**src/vector_place_consts.svh**
```systemverilog
// Constants for reset and interrupt vector placement.
// Assumes a word-addressed program store and a core that fetches the issued address.
//
// Contract
// - Any reset source restarts at reset entry.
// - Nineteen consecutive one-word entries, fixed order.
// - External requests zero/one at 0x001, 0x002.
// - Timer one capture/A/B/overflow at 0x005..0x008.
// - Serial transfer done at 0x00a.
// - USART receive/empty/transmit at 0x00b..0x00d.
// - Converter, EEPROM, comparator, two-wire at 0x00e..0x011.
// - Self-programming ready is last, 0x012.
// - Programmed boot fuse starts at boot address.
// - Select bit adds boot start to entries.
// - Reset and table placement chosen independently.
// - Fuse value one unprogrammed, zero programmed.
// - Select bit 1, change enable bit 0.
`ifndef VECTOR_PLACE_CONSTS_SVH
`define VECTOR_PLACE_CONSTS_SVH

// ========================================
// Table layout
`define RESET_OFS 12'h000
`define OFS_EXT_ZERO 12'h001
`define OFS_EXT_ONE 12'h002
`define OFS_T2_CMP 12'h003
`define OFS_T2_OVF 12'h004
`define OFS_T1_CAPT 12'h005
`define OFS_T1_MA 12'h006
`define OFS_T1_MB 12'h007
`define OFS_T1_OVF 12'h008
`define OFS_T0_OVF 12'h009
`define OFS_SERIAL 12'h00a
`define OFS_RX 12'h00b
`define OFS_TX_EMPTY 12'h00c
`define OFS_TX_DONE 12'h00d
`define OFS_CONV 12'h00e
`define OFS_EEPROM 12'h00f
`define OFS_COMP 12'h010
`define OFS_TWO_WIRE 12'h011
`define OFS_SELFPROG 12'h012
`define IRQ_COUNT 18

// ========================================
// Control register fields and timing
`define SEL_BIT 1
`define CE_BIT 0
`define GIC_RESET 2'h0
`define FUSE_UNPROG 1'h1
`define CE_WINDOW 3'h4
`define BOOT_ADDR_DEF 12'hc00

`endif

```
**src/vector_place_pkg.sv**
```systemverilog
// Types for reset and interrupt vector placement.
// Assumes vector_place_consts.svh supplies the numbers.
package vector_place_pkg;
  // ========================================
  // Sequencer states, one-hot
  typedef enum logic [2:0] {
    ST_SETTLE = 3'h1,
    ST_RESET = 3'h2,
    ST_RUN = 3'h4
  } seq_state_t;
endpackage

```
**src/vector_place.sv**
```systemverilog
// Reset and interrupt vector address generator with boot placement.
// Assumes requests and reset pulses come from logic on core_clk; the fuse is a pin.
`timescale 1ns/1ps
`include "vector_place_consts.svh"

module vector_place
  import vector_place_pkg::*;
#(
  parameter int ADDR_W = 12,
  parameter logic [11:0] BOOT_ADDR = `BOOT_ADDR_DEF
) (
  // Clock and reset
  input wire logic core_clk,
  input wire logic rst_b,
  // Reset sources, one-cycle pulses
  input wire logic pin_reset_req,
  input wire logic brownout_reset_req,
  input wire logic watchdog_reset_req,
  // Boot fuse pin
  input wire logic boot_reset_fuse,
  // Control register write port from the core
  input wire logic gic_wr_en,
  input wire logic [1:0] gic_wr_data,
  // Interrupt requests, levels
  input wire logic ext_request_zero,
  input wire logic ext_request_one,
  input wire logic timer_two_compare_irq,
  input wire logic timer_two_overflow_irq,
  input wire logic timer_one_capture_irq,
  input wire logic timer_one_match_a_irq,
  input wire logic timer_one_match_b_irq,
  input wire logic timer_one_overflow_irq,
  input wire logic timer_zero_overflow_irq,
  input wire logic serial_transfer_done_irq,
  input wire logic receive_complete_irq,
  input wire logic transmit_buffer_empty_irq,
  input wire logic transmit_complete_irq,
  input wire logic conv_done_irq,
  input wire logic eeprom_ready_irq,
  input wire logic comparator_irq,
  input wire logic two_wire_irq,
  input wire logic selfprog_ready_irq,
  // Core accepts an interrupt this cycle
  input wire logic irq_take,
  // Fetch answer to the core
  output logic fetch_valid_reg,
  output logic fetch_is_reset_reg,
  output logic [ADDR_W-1:0] fetch_addr_reg,
  output logic [4:0] fetch_vec_reg,
  output logic [`IRQ_COUNT-1:0] irq_ack_reg,
  // Control register readback
  output logic [1:0] general_irq_control_reg
);

  // ========================================
  // Functions
  // Table offset of request index i
  function automatic logic [11:0] offset_of(input logic [4:0] i);
    logic [11:0] o;
    o = `RESET_OFS;
    case (i)
      5'h00: o = `OFS_EXT_ZERO;
      5'h01: o = `OFS_EXT_ONE;
      5'h02: o = `OFS_T2_CMP;
      5'h03: o = `OFS_T2_OVF;
      5'h04: o = `OFS_T1_CAPT;
      5'h05: o = `OFS_T1_MA;
      5'h06: o = `OFS_T1_MB;
      5'h07: o = `OFS_T1_OVF;
      5'h08: o = `OFS_T0_OVF;
      5'h09: o = `OFS_SERIAL;
      5'h0a: o = `OFS_RX;
      5'h0b: o = `OFS_TX_EMPTY;
      5'h0c: o = `OFS_TX_DONE;
      5'h0d: o = `OFS_CONV;
      5'h0e: o = `OFS_EEPROM;
      5'h0f: o = `OFS_COMP;
      5'h10: o = `OFS_TWO_WIRE;
      5'h11: o = `OFS_SELFPROG;
      default: o = `RESET_OFS;
    endcase
    return o;
  endfunction

  // Lowest pending index, table order
  function automatic logic [4:0] first_pending(input logic [`IRQ_COUNT-1:0] p);
    logic [4:0] idx;
    idx = 5'h00;
    for (int k = `IRQ_COUNT - 1; k >= 0; k--) begin
      if (p[k]) begin
        idx = 5'(k);
      end
    end
    return idx;
  endfunction

  // ========================================
  // Declarations
  seq_state_t state_reg, state_next;
  logic fuse_meta_reg, fuse_sync_reg, fuse_cap_reg;
  logic [2:0] ce_cnt_reg;
  logic [1:0] settle_cnt_reg;
  wire [`IRQ_COUNT-1:0] pend;
  wire any_reset;
  wire any_pend;
  wire [4:0] pick;
  wire [11:0] reset_origin;
  wire [11:0] table_origin;
  wire [11:0] irq_addr;
  wire accept;
  wire ce_open;

  // Request gathering
  assign pend = {selfprog_ready_irq, two_wire_irq, comparator_irq, eeprom_ready_irq,
                 conv_done_irq, transmit_complete_irq, transmit_buffer_empty_irq,
                 receive_complete_irq, serial_transfer_done_irq, timer_zero_overflow_irq,
                 timer_one_overflow_irq, timer_one_match_b_irq, timer_one_match_a_irq,
                 timer_one_capture_irq, timer_two_overflow_irq, timer_two_compare_irq,
                 ext_request_one, ext_request_zero};
  assign any_reset = pin_reset_req | brownout_reset_req | watchdog_reset_req;
  assign any_pend = |pend;
  assign pick = first_pending(pend);
  assign accept = (state_reg == ST_RUN) && irq_take && any_pend && !any_reset;

  // Placement selection, fuse and select bit independent
  assign reset_origin = (fuse_cap_reg == `FUSE_UNPROG) ? `RESET_OFS : BOOT_ADDR;
  assign table_origin = general_irq_control_reg[`SEL_BIT] ? BOOT_ADDR : `RESET_OFS;
  assign irq_addr = table_origin + offset_of(pick);
  assign ce_open = (ce_cnt_reg != 3'h0);

  // Next state of the sequencer
  always_comb begin
    state_next = state_reg;
    unique case (state_reg)
      ST_SETTLE: state_next = (settle_cnt_reg == 2'h3) ? ST_RESET : ST_SETTLE;
      ST_RESET: state_next = ST_RUN;
      ST_RUN: state_next = any_reset ? ST_SETTLE : ST_RUN;
    endcase
  end

  // Fuse pin synchroniser
  always_ff @(posedge core_clk or negedge rst_b) begin
    if (!rst_b) begin
      fuse_meta_reg <= `FUSE_UNPROG;
      fuse_sync_reg <= `FUSE_UNPROG;
    end else begin
      fuse_meta_reg <= boot_reset_fuse;
      fuse_sync_reg <= fuse_meta_reg;
    end
  end

  // Sequencer, settle count and fuse capture after release
  always_ff @(posedge core_clk or negedge rst_b) begin
    if (!rst_b) begin
      state_reg <= ST_SETTLE;
      settle_cnt_reg <= 2'h0;
      fuse_cap_reg <= `FUSE_UNPROG;
    end else begin
      state_reg <= state_next;
      settle_cnt_reg <= (state_reg == ST_SETTLE) ? settle_cnt_reg + 2'h1 : 2'h0;
      if (state_reg == ST_SETTLE) begin
        fuse_cap_reg <= fuse_sync_reg;
      end
    end
  end

  // Control register with timed change enable
  always_ff @(posedge core_clk or negedge rst_b) begin
    if (!rst_b) begin
      general_irq_control_reg <= `GIC_RESET;
      ce_cnt_reg <= 3'h0;
    end else if (state_reg != ST_RUN || any_reset) begin
      general_irq_control_reg <= `GIC_RESET;
      ce_cnt_reg <= 3'h0;
    end else if (gic_wr_en && gic_wr_data[`CE_BIT]) begin
      general_irq_control_reg[`CE_BIT] <= 1'b1;
      ce_cnt_reg <= `CE_WINDOW;
    end else if (gic_wr_en && ce_open) begin
      general_irq_control_reg <= {gic_wr_data[`SEL_BIT], 1'b0};
      ce_cnt_reg <= 3'h0;
    end else begin
      ce_cnt_reg <= ce_open ? ce_cnt_reg - 3'h1 : 3'h0;
      if (ce_cnt_reg == 3'h1) begin
        general_irq_control_reg[`CE_BIT] <= 1'b0;
      end
    end
  end

  // Fetch answer
  always_ff @(posedge core_clk or negedge rst_b) begin
    if (!rst_b) begin
      fetch_valid_reg <= 1'b0;
      fetch_is_reset_reg <= 1'b0;
      fetch_addr_reg <= '0;
      fetch_vec_reg <= 5'h00;
      irq_ack_reg <= '0;
    end else begin
      fetch_valid_reg <= (state_reg == ST_RESET) || accept;
      fetch_is_reset_reg <= (state_reg == ST_RESET);
      irq_ack_reg <= accept ? (`IRQ_COUNT'(1) << pick) : '0;
      if (state_reg == ST_RESET) begin
        fetch_addr_reg <= ADDR_W'(reset_origin);
        fetch_vec_reg <= 5'h01;
      end else if (accept) begin
        fetch_addr_reg <= ADDR_W'(irq_addr);
        fetch_vec_reg <= pick + 5'h02;
      end
    end
  end
endmodule

```
**config.mk**
```make
export PLATFORM = sky130hd
export DESIGN_NAME = vector_place
export DESIGN_NICKNAME = d
export VERILOG_FILES = /design/src/vector_place_pkg.sv /design/src/vector_place.sv
export VERILOG_INCLUDE_DIRS = /design/src
export SDC_FILE = /design/constraint.sdc
export NUM_CORES = 1
export LEC_CHECK = 0
export ABC_AREA = 1
export BUFFER_PORTS_ARGS = -buffer_cell sky130_fd_sc_hd__buf_2
export CORE_MARGIN = 3
export CORE_UTILIZATION = 55
export CTS_BUF_LIST = sky130_fd_sc_hd__clkbuf_4
export CTS_CLUSTER_DIAMETER = 200
export DETAILED_ROUTE_END_ITERATION = 6
export MAX_ROUTING_LAYER = met4
export PLACE_DENSITY = 0.89
export SETUP_SLACK_MARGIN = 0.3
export SYNTH_ARGS = -nofsm -noshare
export SYNTH_HDL_FRONTEND = slang
export SYNTH_SLANG_ARGS = --single-unit
```
**constraint.sdc**
```tcl
create_clock -name core_clk -period 4.1 [get_ports core_clk]
set_input_delay 0 -clock core_clk [delete_from_list [all_inputs] [get_ports core_clk]]
set_output_delay 0 -clock core_clk [all_outputs]
set_load 0.01 [all_outputs]
```
==> flow_summary_export.csv, run 1 <==
group,metric,value,unit
setup_path,cp-start-kind,"input pin",
synth,synth-edff-count,0,
setup_path,reg2reg_depth,7,
power_and_ir_drop,ir_drop,172.7,uV
placement,place_area,2442,um^2
setup_path,startpoint,"watchdog_reset_req",
clock_network,cts_setup_buffers,0,
power_and_ir_drop,power.leakage,1.493,nW
timing,slew_violations,0,
synth,synth_top_cell_by_area,"dfrtp_1",
setup_path,path_buf_inv,6,
placement,hpwl,3.360,mm
detailed_routing,vias,1794,
floorplanning,die_y,68.17,um
setup_path,timing.rr.end,"general_irq_control_reg[1]",
floorplanning,coreArea,3521,um^2
synth,ys_seq_elements,44,
clock_network,clk_pin_slew,0.13,ns
hold_path,hold_class,"input pin to flop",
clock_network,ctsRootBufferMaster,"clkbuf_4",
clock_network,clockBufferDepth,2,
detailed_routing,via_per_inst,5.025,
detailed_routing,drc_errors,0,
cells_and_area,drive_above_1_share,0.2894,
global_route,grt_usage,0.2391,
synth,netlist_area,2126,um^2
detailed_routing,first_pass_iters,5,
clock_network,cts_tree,"done",
floorplanning,start_util,0.6038,
cells_and_area,largest_register_ffs,18,
global_route,grt_max_degree,45,
setup_path,cp_top_family,"buffers and inverters",
cells_and_area,antenna_cells,0,
detailed_routing,ant_nets,0,
cells_and_area,nets,348,
cells_and_area,area_growth,23.60,%
status,status,"completed",
timing,finClkSkew,0.01262,ns
synth,synth_commonest_cells,"nand2_1, inv_1, dfrtp_1, nor2_1, nor3_1",
timing,hold_violations,0,
synth,synthCells,235,
setup_path,cp.required,4.35,ns
synth,synth_warnings,0,
flow_run,max-cap-violations,0,
timing,rsz0062_at_grt,"false",
synth,synthFlopType,"dfrtp_1",
global_route,grt_pass1_vias,1712,
synth,synth-seq-area-share,0.5203,
clock_network,clock_latency,0.37,ns
setup_path,crit_path_end,"fetch_addr_reg[4]",
clock_network,h-tree-depth,2,
setup_path,critical_path.max_stage_delay,0.59,ns
timing,setup-violations-final,0,
clock_network,clock-sinks,44,
setup_path,rrSetupSlack,2.15,ns
cells_and_area,num-fill-cells,252,
synth,synth.most_common_cell,"nand2_1",
setup_path,critPathArrivalTime,2.33,ns
setup_path,r2r_start,"ce_cnt_reg[0]",
timing,fin_crit_sh,0.5072,
synth,netlist_top_cells_area,"dfrtp_1, nand2_1, inv_1",
clock_network,numCtsBuffers,5,
synth,netlist.area_leader.share,0.4709,
power_and_ir_drop,powerDensity,356.5,nW/um^2
floorplanning,die_area,4647,um^2
synth,synth.avg_cell_area,9.046,um^2
timing,relSlewSlack,0.3924,
global_route,antenna_found_initial,0,
global_route,grt_pass1_wl,7.838,mm
cells_and_area,seq_area,1106,um^2
setup_path,path_class,"input pin to flop",
detailed_routing,drt-total-wl,4.728,mm
floorplanning,io_pins,67,
detailed_routing,wl_per_cell,13.24,um
setup_path,worst-path-max-fanout,11,
floorplanning,dieWidth,68.17,um
cells_and_area,multi_input_area,784.5,um^2
synth,async_reset_ff_frac,1.000,
timing,fin_setup_tns,0,ns
placement,place_congestion,0.8409,
setup_path,crit_chain,"dlygate4sd3_1, buf_2, nor3_1, dlygate4sd3_1, nand2_2, clkinv_2, nand2_4, clkinv_4, nand2_4, inv_4, nor2_4, a221o_1",
placement,portBuffers,61,
setup_path,worst_path_max_delay_cell,"dlygate4sd3_1",
setup_path,critPathCaptureType,"flop",
cells_and_area,fin_area,2628,um^2
global_route,grt_overflow,0,
timing,fmax,0.4809,GHz
timing,fin_crit,2.080,ns
setup_path,crit_cells,12,
timing,worst_slew_pin_slew,0.9113,ns
floorplanning,placementRows,21,
synth,synth_cell_types,41,
detailed_routing,drtIter0Drc,152,
per-layer routing:
layer / wire, um / vias up / track usage
met5: 0 / - / -
met4: 112 / 0 / 0.1241
met3: 338 / 11 / 0.04762
met2: 2446 / 80 / 0.3947
met1: 1831 / 831 / 0.2752
li1: - / 872 / -
per-stage QoR:
step / utilization / setup WS, ns / std cells / hold WS (ns) / power, mW
final: 0.7463 / 2.020 / 357 / 0.05314 / 0.9367
after global routing: 0.7463 / 1.907 / 357 / 0.05165 / 0.9863
after CTS: 0.7463 / 2.068 / 357 / 0.03049 / 0.9335
after detailed placement: 0.6937 / 2.187 / 338 / 0.1093 / 0.6748
after global placement: 0.6937 / 2.274 / 338 / 0.1062 / 0.6626
after floorplan: - / 2.474 / 239 / -0.2956 / 0.6201
cell families after synthesis:
group                    share of synthesized area
flip-flops                                  0.5203
buffers and inverters                       0.1177
multiplexers                              0.005297
AO/OA/AOI/OAI                              0.06710
other                                     0.001764
XOR/XNOR                                  0.004121
AND/OR/NAND/NOR                             0.2248
adder cells (fa/ha/maj)                    0.05886
placed cells by master, fill, tap and decap left out, types with 2 or more instances in the layout:
master	instances
buf_2	61
conb_1	5
clkinv_1	3
inv_1	42
clkbuf_4	5
nand2_4	2
dlygate4sd3_1	11
nor2_1	24
nor4_1	2
o21ai_0	6
ha_1	10
nand2_1	43
dfrtp_1	40
inv_2	2
nor2_2	3
nand3_1	8
dfstp_2	4
nor3_1	12
a21oi_1	5
cell type report:
cell class                      count  area share
Clock inverter                      3     0.01429
Timing Repair Buffer               72      0.1581
Inverter                           48     0.07190
Sequential cell                    44      0.4210
Multi-Input combinational cell    139      0.2986
Clock buffer                        5     0.01429
Tap cell                           46     0.02190
tightest hold or removal path, cell delays in order:
cell,delay [ns]
buf_2,0.09
inv_1,0.03
nand2_1,0.19
a21oi_2,0.08
report_power, final:
part / internal [mW] / switching [mW] / total, mW
logic: 0.0686 / 0.100 / 0.169
clock network: 0.125 / 0.136 / 0.261
registers: 0.480 / 0.0271 / 0.507
how the worst min path moves through the flow:
| stage | cells after the start | to | slack [ns] | startpoint |
|---|---|---|---|---|
| floorplan | 0 | ce_cnt_reg[0] | -0.30 | rst_b |
| global placement | 1 | fuse_meta_reg | 0.11 | boot_reset_fuse |
| detailed placement | 1 | fuse_meta_reg | 0.11 | boot_reset_fuse |
| CTS | 4 | fetch_vec_reg[0] | 0.03 | ext_request_zero |
| global route | 4 | fetch_vec_reg[0] | 0.05 | ext_request_zero |
| finish | 4 | fetch_vec_reg[0] | 0.05 | ext_request_zero |
repair_timing:
action,4_1_cts,5_1_grt
resized for setup,0,0
hold buffers,11,0
hold endpoints to repair,48,0
Power figures use the tool's default switching activity.
==> run 2, diff against run 1 <==
--- a/config.mk
+++ b/config.mk
@@ -9,12 +9,12 @@
 export ABC_AREA = 1
 export BUFFER_PORTS_ARGS = -buffer_cell sky130_fd_sc_hd__buf_2
 export CORE_MARGIN = 3
-export CORE_UTILIZATION = 55
+export CORE_UTILIZATION = 47
 export CTS_BUF_LIST = sky130_fd_sc_hd__clkbuf_4
 export CTS_CLUSTER_DIAMETER = 200
 export DETAILED_ROUTE_END_ITERATION = 6
 export MAX_ROUTING_LAYER = met4
-export PLACE_DENSITY = 0.89
+export PLACE_DENSITY = 0.81
 export SETUP_SLACK_MARGIN = 0.3
 export SYNTH_ARGS = -nofsm -noshare
 export SYNTH_HDL_FRONTEND = slang
==> constraint.sdc (replaced) <==
create_clock -name core_clk -period 1.7 [get_ports core_clk]
set_input_delay 0 -clock core_clk [delete_from_list [all_inputs] [get_ports core_clk]]
set_output_delay 0 -clock core_clk [all_outputs]
set_load 0.01 [all_outputs]
==> run 2 against run 1 <==
Net effect:
- design area increased by 13%
- clock skew fell by 0.0022 ns
- setup slack got worse by 2.0 ns
- sequential share of layout area is 4.8 points lower
- critical path depth is 1 lower
- register-to-register slack got worse by 2.1 ns
- worst hold slack gained 0.022 ns
- routed wire length is 25% higher
- highest routed layer unchanged
==> flow_summary_export.csv, run 2 (same netlist as run 1, synthesis figures left out) <==
group,metric,value,unit
flow_run,max-cap-violations,0,
detailed_routing,ant_nets,0,
setup_path,worst-path-max-fanout,5,
setup_path,worst_path_max_delay_cell,"dfstp_2",
clock_network,cts_tree,"done",
setup_path,critPathCaptureType,"flop",
clock_network,clk_pin_slew,0.13,ns
setup_path,cp.required,2.00,ns
timing,finClkSkew,0.01043,ns
hold_path,hold_class,"input pin to flop",
setup_path,crit_path_frequent_cell,"buf_4",
timing,fin_setup_tns,0,ns
cells_and_area,num-fill-cells,274,
timing,slew_violations,0,
timing,relSlewSlack,0.6239,
clock_network,ctsRootBufferMaster,"clkbuf_4",
setup_path,cp_top_family,"buffers and inverters",
timing,worst_slew_pin_slew,0.5642,ns
detailed_routing,vias,1955,
global_route,grt_max_degree,25,
floorplanning,io_pins,67,
timing,fin_crit_sh,0.9740,
detailed_routing,wl_per_cell,15.65,um
detailed_routing,drt-total-wl,5.917,mm
global_route,grt_usage,0.2012,
status,status,"completed",
floorplanning,die_area,5366,um^2
cells_and_area,final_cell_mix,"buf_2, dfrtp_1, inv_1",
timing,fin_crit,1.656,ns
cells_and_area,nets,365,
cells_and_area,antenna_cells,0,
setup_path,critPathArrivalTime,1.95,ns
detailed_routing,first_pass_iters,4,
setup_path,crit_chain,"nor3_4, nand2_2, clkinv_4, nand2_8, clkinv_8, nand2_8, inv_8, buf_4, buf_4, buf_4, a21oi_2",
clock_network,clock-sinks,44,
clock_network,clock_latency,0.36,ns
setup_path,path_buf_inv,6,
floorplanning,placementRows,23,
power_and_ir_drop,power.leakage,1.602,nW
clock_network,clockBufferDepth,2,
floorplanning,die_y,73.25,um
timing,rsz0062_at_grt,"true",
placement,portBuffers,61,
placement,place_congestion,0.9530,
global_route,grt_pass1_wl,7.997,mm
cells_and_area,area_growth,39.49,%
clock_network,numCtsBuffers,5,
floorplanning,coreArea,4173,um^2
detailed_routing,drc_errors,0,
floorplanning,start_util,0.5094,
detailed_routing,route.met3.wl,399,um
power_and_ir_drop,ir_drop,419.0,uV
detailed_routing,met1Wirelength,2.366,mm
detailed_routing,via_per_inst,5.172,
global_route,grt_pass1_vias,1719,
setup_path,cp-start-kind,"flop",
placement,hpwl,3.429,mm
detailed_routing,wl_met2,2.920,mm
detailed_routing,drtIter0Drc,139,
setup_path,critical_path.max_stage_delay,0.58,ns
global_route,antenna_found_initial,0,
global_route,grt_overflow,0,
floorplanning,dieWidth,73.25,um
setup_path,path_class,"flop to flop",
power_and_ir_drop,finalPower,2.401,mW
timing,timing.hold.ws,0.07538,ns
cells_and_area,drive_above_1_share,0.4543,
cells_and_area,largest_register_ffs,18,
timing,hold_violations,0,
timing,setup-violations-final,0,
clock_network,h-tree-depth,2,
detailed_routing,highest_layer,"met4",
timing,fmax,0.6039,GHz
cells_and_area,final_common_cell,"buf_2",
power_and_ir_drop,powerDensity,809.5,nW/um^2
-- run 2: cell count changes in the layout (fill, tap and decap cells not counted), sizes merged --
cell         delta
clkbuf          +1
clkinv          -1
buf            +22
nor2            +1
dlygate4sd3     -6
-- run 2: layer usage --
metal / track usage / vias up
met5: - / -
met4: 0.08811 / 0
met3: 0.04104 / 22
met2: 0.3069 / 94
met1: 0.2598 / 932
li1: - / 907
-- run 2: final timing paths --
check                                   start          endpoint  slack [ns]  depth (start not counted)
max in group asynchronous               rst_b     fuse_sync_reg        0.91                          3
min in group asynchronous               rst_b   irq_ack_reg[11]        0.15                          2
min reg2reg                     fuse_meta_reg     fuse_sync_reg        0.36                          0
max reg2reg                      state_reg[0]  fetch_vec_reg[0]        0.04                         11
max                              state_reg[0]  fetch_vec_reg[0]        0.04                         11
min                        watchdog_reset_req      state_reg[2]        0.08                          5
-- run 2: area by class of cell --
type	instances	area (um^2)	share of cell area
clock inverters	2	35.03	0.01181
repair buffers	88	530.5	0.1789
clock buffers	6	45.04	0.01519
flip-flops and latches	44	1106	0.3730
well taps	50	62.56	0.02110
multi-input cells	140	978.4	0.3300
inverters	48	207.7	0.07004
-- run 2: power by group --
group	switching, mW	leakage, nW	total, mW	internal (mW)
clock network	0.342	0.0456	0.667	0.325
registers	0.0679	0.590	1.23	1.16
logic	0.298	0.966	0.508	0.210
total	0.708	1.60	2.40	1.69
-- run 2: repair_timing --
item,CTS,global route
cloned,1,0
endpoints found under the hold margin,27,0
hold buffers,5,0
setup endpoints to repair,18,32
resized for setup,8,41
pin swaps,5,14
buffers inserted,7,8
-- run 2: metrics by stage --
step / setup slack, ns / std cells / utilization / instance area (um^2)
CTS: 0.1499 / 370 / 0.6594 / 2751
global placement: 0.07030 / 349 / 0.6045 / 2522
floorplan: 0.1851 / 239 / - / 2163
global route: -0.02295 / 378 / 0.7106 / 2965
detailed placement: 0.01739 / 349 / 0.6045 / 2522
finish: 0.04422 / 378 / 0.7106 / 2965
-- run 2: worst register-to-register path: stages (launching register included) --
cell and delay [ns]:
dfstp_2 0.58, nor3_4 0.05, nand2_2 0.09, clkinv_4 0.08, nand2_8 0.09, clkinv_8 0.06
nand2_8 0.09, inv_8 0.05, buf_4 0.14, buf_4 0.13, buf_4 0.13, a21oi_2 0.11
==> run 3, diff against run 2 <==
--- a/config.mk
+++ b/config.mk
@@ -6,7 +6,6 @@
 export SDC_FILE = /design/constraint.sdc
 export NUM_CORES = 1
 export LEC_CHECK = 0
-export ABC_AREA = 1
 export BUFFER_PORTS_ARGS = -buffer_cell sky130_fd_sc_hd__buf_2
 export CORE_MARGIN = 3
 export CORE_UTILIZATION = 47
==> run 3 against run 2 <==
Net effect:
- sequential cell count did not move
- worst hold slack got worse by 0.024 ns
- core utilization rose by 2.5 points
- count of clock-buffer cells in the layout did not move
- largest cell class unchanged
==> flow_summary_export.csv, run 3 <==
group,metric,value,unit
synth,synth_top_cell_by_area,"dfrtp_1",
hold_path,hold_class,"input pin to flop",
global_route,grt_pass1_vias,1907,
setup_path,critPathArrivalTime,1.83,ns
timing,relSlewSlack,0.6405,
timing,fmax,0.6502,GHz
floorplanning,placementRows,23,
timing,worst_slack,0.1621,ns
setup_path,worst-path-max-fanout,17,
timing,slew_violations,0,
synth,yosys.area_share.simple,0.2207,
synth,synth_top_family_by_area,"simple AND/OR/NAND/NOR gates",
setup_path,path_class,"input pin to flop",
setup_path,reg2reg_depth,6,
power_and_ir_drop,ir_drop,414.4,uV
hold_path,hold_start,"pin_reset_req",
cells_and_area,nets,360,
detailed_routing,drc_errors,0,
synth,synth-xor-area-share,0.008197,
floorplanning,die_y,73.43,um
cells_and_area,largest_register_ffs,18,
clock_network,cts_tree,"done",
timing,setup-violations-final,0,
setup_path,startpoint,"timer_one_match_b_irq",
floorplanning,coreArea,4202,um^2
timing,timing.hold.ws,0.05125,ns
placement,portBuffers,61,
power_and_ir_drop,power.leakage,1.656,nW
placement,hpwl,3.975,mm
setup_path,cp.required,1.99,ns
floorplanning,dieWidth,73.43,um
timing,worst_slew_pin_slew,0.5392,ns
detailed_routing,via_per_inst,5.373,
synth,netlist_area,2137,um^2
synth,synth_warnings,0,
hold_path,hold_end,"general_irq_control_reg[0]",
clock_network,clock_latency,0.37,ns
placement,place_ws,-0.3437,ns
setup_path,critPathCaptureType,"flop",
detailed_routing,drt-total-wl,5.750,mm
synth,synth-edff-count,0,
clock_network,clockBufferDepth,2,
detailed_routing,first_pass_iters,4,
detailed_routing,ant_nets,0,
setup_path,timing.rr.end,"fetch_vec_reg[3]",
detailed_routing,vias,2004,
flow_run,max-cap-violations,0,
timing,fin_crit,1.538,ns
floorplanning,die_area,5392,um^2
timing,finClkSkew,0.01673,ns
global_route,grt_max_degree,24,
cells_and_area,drive_above_1_share,0.4706,
global_route,grt_usage,0.2126,
placement,place_congestion,0.8633,
clock_network,h-tree-depth,2,
synth,synth-seq-area-share,0.5176,
placement,place_area,2793,um^2
setup_path,rrSetupSlack,0.18,ns
power_and_ir_drop,powerDensity,786.4,nW/um^2
floorplanning,io_pins,67,
synth,netlist_top_cells_area,"dfrtp_1, ha_1, dfstp_2",
detailed_routing,drtIter0Drc,138,
synth,synthAdderAreaFrac,0.05855,
cells_and_area,final_common_cell,"buf_2",
floorplanning,start_util,0.5086,
clock_network,clock-sinks,44,
status,status,"completed",
synth,async_reset_ff_frac,1.000,
setup_path,r2r_start,"state_reg[2]",
synth,synth_compound_area_frac,0.1218,
cells_and_area,antenna_cells,0,
clock_network,numCtsBuffers,5,
synth,synthCells,206,
detailed_routing,wl_per_cell,15.42,um
cells_and_area,fin_area,3089,um^2
cells_and_area,final_cell_mix,"buf_2, buf_4, dfrtp_1",
clock_network,clk_pin_slew,0.14,ns
hold_path,hold_depth,4,
global_route,antenna_found_initial,0,
timing,fin_crit_sh,0.9047,
timing,hold_violations,0,
global_route,grt_overflow,0,
synth,synthMuxAreaShare,0.01464,
synth,synth_commonest_cells,"dfrtp_1, nor2_1, inv_1, nand2_1, nand3_1",
synth,ys_seq_elements,44,
cells_and_area,area_growth,44.55,%
timing,rsz0062_at_grt,"true",
synth,synth_cell_types,42,
synth,synth.most_common_cell,"dfrtp_1",
synth,synthFlopType,"dfrtp_1",
clock_network,ctsRootBufferMaster,"clkbuf_4",
setup_path,cp-start-kind,"input pin",
synth,synth.avg_cell_area,10.37,um^2
global_route,grt_pass1_wl,8.700,mm
synth,netlist.area_leader.share,0.4684,
==> run 3: changes by cell type after synthesis, moves of 9 or more <==
cell,delta
nor2_1,-9
and2_1,+10
nor3_1,-10
and3_1,+9
nand2_1,-30
inv_1,-29
==> run 3: kinds of logic after synthesis <==
group,Yosys count
and+or+nand+nor,86
DFF,44
AOI/OAI and AO/OA,38
buffers and inverters,22
adders and majority gates,10
muxes,3
xor gates and xnor gates,2
other,1
==> run 3: routing by layer <==
| layer | routed length, um | vias to the layer above | track usage |
|---|---|---|---|
| li1 | - | 951 | - |
| met1 | 2333 | 961 | 0.2539 |
| met2 | 2931 | 77 | 0.3565 |
| met3 | 358 | 15 | 0.03830 |
| met4 | 126 | 0 | 0.08249 |
| met5 | 0 | - | - |
==> run 3: through the flow <==
step / utilization / std cells / setup TNS, ns / total power [mW]
after global placement: 0.6647 / 353 / -4.393 / 1.695
after floorplan: - / 210 / -1.820 / 1.507
after global routing: 0.7353 / 373 / 0 / 2.537
after CTS: 0.7085 / 367 / 0 / 2.393
final: 0.7353 / 373 / 0 / 2.429
after detailed placement: 0.6647 / 353 / -5.258 / 1.726
==> run 3: timing repair <==
action | CTS | global route
endpoints found under the hold margin | 27 | 0
hold buffers | 5 | 0
pin swaps | 1 | 7
setup buffers | 1 | 6
endpoints found under the setup margin | 29 | 33
resized for setup | 10 | 19
==> run 3: worst max-delay path by stage <==
stage | to | slack (ns)
after global routing | fetch_addr_reg[3] | 0.12
after CTS | fetch_vec_reg[0] | 0.18
after floorplan | fetch_vec_reg[3] | -0.21
final | fetch_vec_reg[3] | 0.16
after global placement | fetch_addr_reg[3] | -0.29
after detailed placement | fetch_addr_reg[3] | -0.34
==> run 3: final cells by class <==
class | count | area [um^2]
sequential | 44 | 1106
clock inverter | 2 | 35.03
tap | 50 | 62.56
inverter | 13 | 48.80
fill | 276 | 1112
multi-input combinational | 144 | 1050
clock buffer | 6 | 45.04
timing repair buffer | 114 | 742.0
==> run 3: critical path, cell delays in order <==
cell and delay, ns:
buf_2 0.12, or4_4 0.51, or4_4 0.58, o31ai_4 0.22, buf_12 0.18, nand3_1 0.12
o21ai_2 0.09
==> run 3: power breakdown <==
group	internal, mW	switching, mW
Sequential	1.16	0.0722
Combinational	0.267	0.268
Clock	0.324	0.340
